===== config.mk =====
export PLATFORM = sky130hd
export DESIGN_NAME = irq_unit
export DESIGN_NICKNAME = d
export VERILOG_FILES = /design/src/hdl/irq_unit.v
export VERILOG_INCLUDE_DIRS = /design/src /design/src/hdl
export SDC_FILE = /design/constraint.sdc
export NUM_CORES = 1
export LEC_CHECK = 0
export ABC_CLOCK_PERIOD_IN_PS = 7890
export BUFFER_PORTS_ARGS = -buffer_cell sky130_fd_sc_hd__buf_4
export CORE_MARGIN = 2
export CORE_UTILIZATION = 53
export DETAILED_ROUTE_END_ITERATION = 12
export PLACE_DENSITY = 0.85
export SYNTH_ARGS = -nofsm -noshare
export SYNTH_HDL_FRONTEND = slang
export SYNTH_SLANG_ARGS = --single-unit

===== constraint.sdc =====
create_clock -name ref_clk -period 7.89 [get_ports ref_clk]
set_clock_uncertainty 0.05 [all_clocks]
set_input_delay 1.9725 -clock ref_clk [delete_from_list [all_inputs] [get_ports ref_clk]]
set_output_delay 1.9725 -clock ref_clk [all_outputs]
set_load 0.03 [all_outputs]

===== src/hdl/irq_unit_defines.vh =====
// constants for the six-source vectored interrupt unit
`ifndef IRQ_UNIT_DEFINES_VH
`define IRQ_UNIT_DEFINES_VH
`define NUM_REQ 6
`define REQ_ZERO 0
`define REQ_ONE 1
`define REQ_TWO 2
`define REQ_THREE 3
`define REQ_FOUR 4
`define REQ_FIVE 5
`define MASK_RESET 7'h00
`define PRIO_RESET 3'h0
`define PEND_RESET 6'h00
`define PRIO_WIDTH 3
`define VEC_WIDTH 4
`define ADDR_WIDTH 16
`define MASK_GLOBAL_BIT 6
`define EDGE_IDLE 1'b1
`define ID_RESET 3'h0
`define VEC_RESET 4'h0
`define ISR_RESET 16'h0000
`define ORDER_P0 {3'h5, 3'h4, 3'h3, 3'h2, 3'h1, 3'h0}
`define ORDER_P1 {3'h0, 3'h5, 3'h4, 3'h3, 3'h2, 3'h1}
`define ORDER_P2 {3'h1, 3'h0, 3'h5, 3'h4, 3'h3, 3'h2}
`define ORDER_P3 {3'h2, 3'h1, 3'h0, 3'h5, 3'h4, 3'h3}
`define ORDER_P4 {3'h3, 3'h2, 3'h1, 3'h0, 3'h5, 3'h4}
`define ORDER_P5 {3'h4, 3'h3, 3'h2, 3'h1, 3'h0, 3'h5}
`define ORDER_FIXED {3'h0, 3'h1, 3'h2, 3'h3, 3'h4, 3'h5}
`endif


===== src/hdl/irq_unit.v =====
// six-source vectored interrupt unit with programmable priority
//
// Function
// RQ1 - six maskable prioritized requests, four external, two timer
// RQ2 - falling edges on three inputs, rising on input two
// RQ3 - request n uses vector bytes 2n and 2n+1
// RQ4 - per-request mask plus one global enable
// RQ5 - priority register orders pending requests
// RQ6 - grant disables interrupts; core saves and branches
// RQ7 - vector byte pair forms 16-bit service address
// RQ8 - masked requests still visible for polling
// RQ9 - comparator mode: comp2 both edges, comp1 falling
// RQ10 - pending stays set until grant or clear
//
// ---------------------------------------------
// notes for integrators
// ---------------------------------------------
// - pins idle high and the edge detectors reset to that level,
//   so a pin held low through reset yields one falling request
// - timer inputs are single-cycle events; a level held high keeps
//   re-setting its pending bit every cycle
// - every grant drops the global enable; software rewrites the
//   mask to re-arm, which keeps nested service out of hardware
// - priority codes 6 and 7 both give the fixed order 5 first
//   down to 0; codes 0 to 5 rotate with that id on top
// - polled use: leave the global enable low and read pending_q
// - the core must hold the vector bytes while take_irq is high
`timescale 1ns/1ps
`include "irq_unit_defines.vh"
module irq_unit #(
    parameter NUM_REQ = `NUM_REQ
) (
    input wire ref_clk,
    input wire nrst,
    input wire analog_input_one,
    input wire analog_input_two,
    input wire port3_line3,
    input wire comparator_mode,
    input wire comparator_one_out,
    input wire comparator_two_out,
    input wire counter_timer_zero,
    input wire counter_timer_one,
    input wire [6:0] mask_wdata,
    input wire mask_we,
    input wire [2:0] prio_wdata,
    input wire prio_we,
    input wire [5:0] pend_clear,
    input wire [5:0] pend_set,
    input wire take_irq,
    input wire [7:0] vec_byte_lo,
    input wire [7:0] vec_byte_hi,
    output reg [5:0] pending_q,
    output reg [6:0] mask_q,
    output reg [2:0] prio_q,
    output reg irq_req_q,
    output reg [2:0] grant_id_q,
    output reg [3:0] vec_addr_q,
    output reg grant_q,
    output reg [15:0] isr_addr_q
);

// ---------------------------------------------
// edge detection
// ---------------------------------------------
// previous-cycle copies of each pin
reg a1_q;
reg a2_q;
reg ref_q;
reg c1_q;
reg c2_q;
wire src_fall_a;
wire src_fall_b;
wire src_rise_b;
// bit order of edge_ev follows the request numbers
wire [5:0] edge_ev;
wire comp2_any;

// RQ9 comparator edge source
assign comp2_any = c2_q ^ comparator_two_out;
// comparator mode replaces the two analog falling sources with the comparator ones and turns the
// rising source off, so no request number is shared twice
// RQ2 edge selection per source
assign src_fall_a = comparator_mode ? (c1_q & ~comparator_one_out)
                                    : (a1_q & ~analog_input_one);
assign src_fall_b = comparator_mode ? comp2_any : (a2_q & ~analog_input_two);
assign src_rise_b = comparator_mode ? 1'b0 : (~a2_q & analog_input_two);
// RQ1 six request sources; RQ2 rising edge on request three
assign edge_ev = {counter_timer_one, counter_timer_zero, src_rise_b,
                  src_fall_a, (ref_q & ~port3_line3), src_fall_b};

always @(posedge ref_clk or negedge nrst) begin
    if (!nrst) begin
        a1_q <= `EDGE_IDLE;
        a2_q <= `EDGE_IDLE;
        ref_q <= `EDGE_IDLE;
        c1_q <= `EDGE_IDLE;
        c2_q <= `EDGE_IDLE;
    end else begin
        a1_q <= analog_input_one;
        a2_q <= analog_input_two;
        ref_q <= port3_line3;
        c1_q <= comparator_one_out;
        c2_q <= comparator_two_out;
    end
end

// ---------------------------------------------
// pending, mask and priority state
// ---------------------------------------------
reg [5:0] grant_clr;
wire [5:0] pend_d;
wire grant_fire;

// one grant per request; the grant cycle itself is blocked so a
// lingering take_irq cannot fire twice
assign grant_fire = take_irq & irq_req_q & ~grant_q;

// only the granted id is cleared
always @* begin
    grant_clr = `PEND_RESET;
    if (grant_fire) begin
        grant_clr[grant_id_q] = 1'b1;
    end
end

// RQ10 set wins over clear; RQ8 records regardless of mask
genvar g;
generate
    for (g = 0; g < NUM_REQ; g = g + 1) begin : pend_bit
        // a clear in the event cycle loses, so no event is dropped
        assign pend_d[g] = edge_ev[g] | pend_set[g] |
                           (pending_q[g] & ~(pend_clear[g] | grant_clr[g]));
    end
endgenerate

always @(posedge ref_clk or negedge nrst) begin
    if (!nrst) begin
        pending_q <= `PEND_RESET;
        mask_q <= `MASK_RESET;
        prio_q <= `PRIO_RESET;
    end else begin
        pending_q <= pend_d;
        // RQ6 grant clears global enable
        if (grant_fire) begin
            mask_q <= {1'b0, mask_q[5:0]};
        end else if (mask_we) begin
            mask_q <= mask_wdata;
        end
        if (prio_we) begin
            prio_q <= prio_wdata;
        end
    end
end

// ---------------------------------------------
// priority encoder
// ---------------------------------------------
wire [5:0] active;
reg [17:0] order;
reg [2:0] win_d;
reg any_d;
integer j;

// RQ4 individual and global gating
assign active = pending_q & mask_q[5:0] & {6{mask_q[`MASK_GLOBAL_BIT]}};

// rank 0 sits in the low field of order; a table costs less
// than a barrel rotate and keeps the two spare codes defined
// RQ5 priority register selects the search order
always @* begin
    case (prio_q)
        3'h0: order = `ORDER_P0;
        3'h1: order = `ORDER_P1;
        3'h2: order = `ORDER_P2;
        3'h3: order = `ORDER_P3;
        3'h4: order = `ORDER_P4;
        3'h5: order = `ORDER_P5;
        default: order = `ORDER_FIXED;
    endcase
    win_d = `ID_RESET;
    any_d = 1'b0;
    // last hit in the loop is the first in order: scan from rank 5 down to rank 0
    for (j = NUM_REQ - 1; j >= 0; j = j - 1) begin
        if (active[order[3*j +: 3]]) begin
            win_d = order[3*j +: 3];
            any_d = 1'b1;
        end
    end
end

// ---------------------------------------------
// grant and vector fetch
// ---------------------------------------------
always @(posedge ref_clk or negedge nrst) begin
    if (!nrst) begin
        irq_req_q <= 1'b0;
        grant_id_q <= `ID_RESET;
        vec_addr_q <= `VEC_RESET;
        grant_q <= 1'b0;
        isr_addr_q <= `ISR_RESET;
    end else begin
        grant_q <= 1'b0;
        // request frozen once granted so the id stays with the vector
        // id and vector are not updated in the grant cycle, so the
        // core sees them match the bytes that it just served
        if (grant_fire) begin
            irq_req_q <= 1'b0;
            // RQ6 grant pulse to core for save and branch
            grant_q <= 1'b1;
            // RQ7 byte pair read as one 16-bit address
            isr_addr_q <= {vec_byte_lo, vec_byte_hi};
        end else begin
            irq_req_q <= any_d;
            grant_id_q <= win_d;
            // RQ3 vector pair starts at twice the id
            vec_addr_q <= {win_d, 1'b0};
        end
    end
end

endmodule // irq_unit


==> results.md <==
* Result of the run: finished clean
* CTS tree: built
* Number of standard-cell rows in the floorplan at 24
* Height of the die at 71.7 um
* Post-route antenna net violation count at 0
* F_max at 0.298 GHz
* Post-route fraction of the period consumed by the critical path at 42.5%
* Layout overhead on the synthesized area at 31.2%
* Maxcap violations at 0
* IO buf count at 90
* Fin util at 72.7%
* CP Capture Type: register
* Critical path's slowest cell: sky130_fd_sc_hd__or2_2
* Part of the power in combinational logic at 50.1%
* Fraction of power spent switching nets at 44.6%
* Root Buffer Master: sky130_fd_sc_hd__clkbuf_8
* Total overflow reported by the global router at 0
* Transition time at the pin with the least slew margin at 0.570 ns
* Antenna violations before repair at 0
* CP startpoint kind: primary input
* Combined global-route utilization of all metal layers at 25.4%
* Post-cts resize count at 0
* Prevailing post-synth register cell: sky130_fd_sc_hd__dfrtp_1
* Number of distinct library cells after synthesis at 54
* Int Pwr at 0.542 mW
* Clock insertion delay at the later pin of the skew report at 0.30 ns
* Area of the mapped netlist at 2430 sq um
* Die X at 71.7 um
* Power share of the clock group at 14.6%
* Synthesized netlist cell count at 267
* Total negative slack for setup checks at 0 ns
* Number of storage elements in the synthesis netlist at 42
* Pre-CTS setup slack at 4.24 ns
* Top-level I/O count at 92
* Number of global-route vias before repair at 2175
* Setup Crit Path Kind: primary input to register
* Post-synthesis xor/xnor area fraction at 0.721%
* First-pass GRT wire length at 10200 um
* Die Outline Area at 5140 sq um
* Post-synthesis compound-gate area fraction at 13.8%
* Ys async rst share at 100%
* Synthesized-area fraction occupied by adder cells at 2.06%
* Type of the most critical hold path: register to register
* Net load switching power at 0.437 mW
* Maximum number of pins on one net before global-route repair at 43
* Worst-path fanout max at 25
* Setup violation total in the final timing report at 0
* Critical Path, Cell by Cell: buf_4 > nand2_1 > or2_2 > inv_2 > nand4b_1 > a311o_1
* Count of endpoints failing hold in the final timing report at 0
* Number of diodes at 0
* Critical Path RT at 8.02 ns
* Number of pins with negative max-slew slack in the final report at 0
* Via count of the routed design at 2272
* Synth Area in Simple Gates at 24.8%
* Quantity of hold-fixing buffers added after cts at 0
* Remaining DRCs at 0
* Final GP Congestion at 0.896
* Fraction of final layout cells sized beyond drive strength 1 at 33.9%
* Crit path max-delay family: simple AND/OR/NAND/NOR gates
* Clock transition time at the flip-flop clock pins of the worst setup and hold paths at 0.08 ns
* Syn nets at 322
* Number of buffers and inverters on the critical path at 2
* Setup repair after global routing missed its margin: no
* Post-route setup slack at 4.54 ns
* Share of synthesized area occupied by flip-flops and latches at 43.5%
* Net count, final at 405
* Power density cells at 307 nW/um^2
* Min Clock Period, post-route at 3.35 ns
* PnR Total Power at 0.979 mW
* Clock Sink Count at 42
* Initial Utilization at 55.4%
* Number of enable-type register cells in the synthesized netlist at 0
* Mux contribution to synthesized area at 10.3%
* Detailed-router iteration count before antenna repair at 4
* Fill cells at 339
* Headroom to the max-slew limit at 62.0%
* Buffers from clock root to sink, at most at 2
* Total half-perimeter wirelength after legalization and detailed placement at 4590 um
* Leak pwr at 1.58 nW
* # Post-CTS Setup Buffers at 0
* Initial DRC count at 155
* Dominant combinational cell family by area after synthesis: simple AND/OR/NAND/NOR gates
* Post-DR vias/cell at 5.64
* Per-instance average area after synthesis at 9.10 sq um
* Sequential Power Share at 35.3%
* CP peak stage delay at 0.46 ns
* Total Wirelength at 6250 um
* Number of H-tree levels at 2
* Yosys warning count at 0
* Detailed-route wire length per cell at 15.5 um
* Min Hold Slack at 0.434 ns
* Largest voltage drop on the vdd net at 0.235 mV
* Number of buffers inserted during clock tree synthesis at 5
* Core area at 4380 sq um
* Arrival time of data at the critical path endpoint at 3.49 ns
## routing by layer
layer	part of all wire, %	up-vias	global-route usage, %
met5	0	-	0
met4	1.4	0	7.76
met3	5.5	12	5.06
met2	50	78	39.8
met1	43	1091	35.9
li1	-	1091	-
## power groups by stage
stage / Clock (mW) / Combinational (mW) / Sequential (mW)
2_1_floorplan: 0 / 0.210 / 0.451
3_3_place_gp: 0 / 0.479 / 0.348
3_5_place_dp: 0 / 0.490 / 0.346
4_1_cts: 0.144 / 0.492 / 0.344
5_1_grt: 0.155 / 0.524 / 0.356
6_report: 0.143 / 0.490 / 0.346
## cells by family (layout without fill, tap and decap cells)
kind of cell             count (synthesis)  count (layout)
AND/OR/NAND/NOR                        128             128
AO/OA/AOI/OAI                           45              45
flip-flops                              42              42
buffers and inverters                   24             108
multiplexers                            21              21
adder cells (fa/ha/maj)                  4               4
XOR/XNOR                                 2               2
other                                    1               1
## layout by cell type, fill, tap and decap left out, types with 2 or more instances in the layout
cell,count
sky130_fd_sc_hd__o21a_1,3
sky130_fd_sc_hd__dfrtp_1,37
sky130_fd_sc_hd__mux4_2,2
sky130_fd_sc_hd__o22ai_1,2
sky130_fd_sc_hd__or3_1,2
sky130_fd_sc_hd__nor2_1,15
sky130_fd_sc_hd__buf_4,90
sky130_fd_sc_hd__inv_1,9
sky130_fd_sc_hd__nand2_1,72
sky130_fd_sc_hd__nor3_1,2
sky130_fd_sc_hd__nor4b_1,2
sky130_fd_sc_hd__nor3b_1,3
sky130_fd_sc_hd__nand2b_1,7
sky130_fd_sc_hd__nand3_1,5
sky130_fd_sc_hd__ha_1,4
sky130_fd_sc_hd__nor2b_1,3
sky130_fd_sc_hd__and3_1,5
sky130_fd_sc_hd__o221ai_1,2
sky130_fd_sc_hd__clkbuf_8,6
sky130_fd_sc_hd__xor2_1,2
sky130_fd_sc_hd__o211ai_1,2
sky130_fd_sc_hd__o32a_1,2
sky130_fd_sc_hd__a21oi_1,9
sky130_fd_sc_hd__nand3b_1,3
sky130_fd_sc_hd__mux2i_1,10
sky130_fd_sc_hd__o21ai_0,10
sky130_fd_sc_hd__dfstp_2,5
sky130_fd_sc_hd__mux2_2,8
sky130_fd_sc_hd__nor4_1,2
sky130_fd_sc_hd__nand4b_1,3
## final timing paths
| kind | startpoint | cells past startpoint | slack (ns) | end |
|---|---|---|---|---|
| worst min register to register | isr_addr_q[15] | 2 | 0.43 | isr_addr_q[15] |
| worst min-delay path | isr_addr_q[15] | 2 | 0.43 | isr_addr_q[15] |
| min in group asynchronous | nrst | 1 | 1.60 | isr_addr_q[0] |
| max in group asynchronous | nrst | 1 | 5.82 | prio_q[1] |
| worst max register to register | prio_q[1] | 9 | 4.61 | grant_id_q[0] |
| worst max-delay path | take_irq | 6 | 4.54 | pending_q[5] |
## stage by stage
stage               area (sq um)  std cells
global placement            3100        395
floorplan                   2430        267
finish                      3190        403
detailed placement          3100        395
CTS                         3190        403
global route                3190        403
## cells in the mapped netlist, types with 6 or more instances
library cell	number	area, sq um
sky130_fd_sc_hd__a21oi_1	9	45.0
sky130_fd_sc_hd__mux2i_1	10	100
sky130_fd_sc_hd__clkbuf_1	6	22.5
sky130_fd_sc_hd__nand2b_1	7	43.8
sky130_fd_sc_hd__nor2_1	15	56.3
sky130_fd_sc_hd__inv_1	9	33.8
sky130_fd_sc_hd__nand2_1	72	270
sky130_fd_sc_hd__mux2_2	8	90.1
sky130_fd_sc_hd__dfrtp_1	37	926
sky130_fd_sc_hd__o21ai_0	10	50.1
## layout make-up
class / instances / area (sq um) / share of cell area (%)
Timing Repair Buffer: 90 / 676 / 21.2
Inverter: 10 / 37.5 / 1.18
Sequential cell: 42 / 1060 / 33.2
Clock buffer: 7 / 86.3 / 2.71
Multi-Input combinational cell: 201 / 1260 / 39.5
Clock inverter: 1 / 5.00 / 0.157
Tap cell: 52 / 65.1 / 2.04
## flip-flops by register name, summed over array words and instances (netlist names), 3 cells and up
name / flops
pending_q: 6
mask_q: 7
grant_id_q: 3
isr_addr_q: 16
prio_q: 3
## tightest hold or removal path, stage by stage, from the launching register on
cell and delay, ns:
sky130_fd_sc_hd__dfrtp_1 0.35, sky130_fd_sc_hd__nand2_1 0.05, sky130_fd_sc_hd__nand2_1 0.06
(Power assumes the default switching activity.)
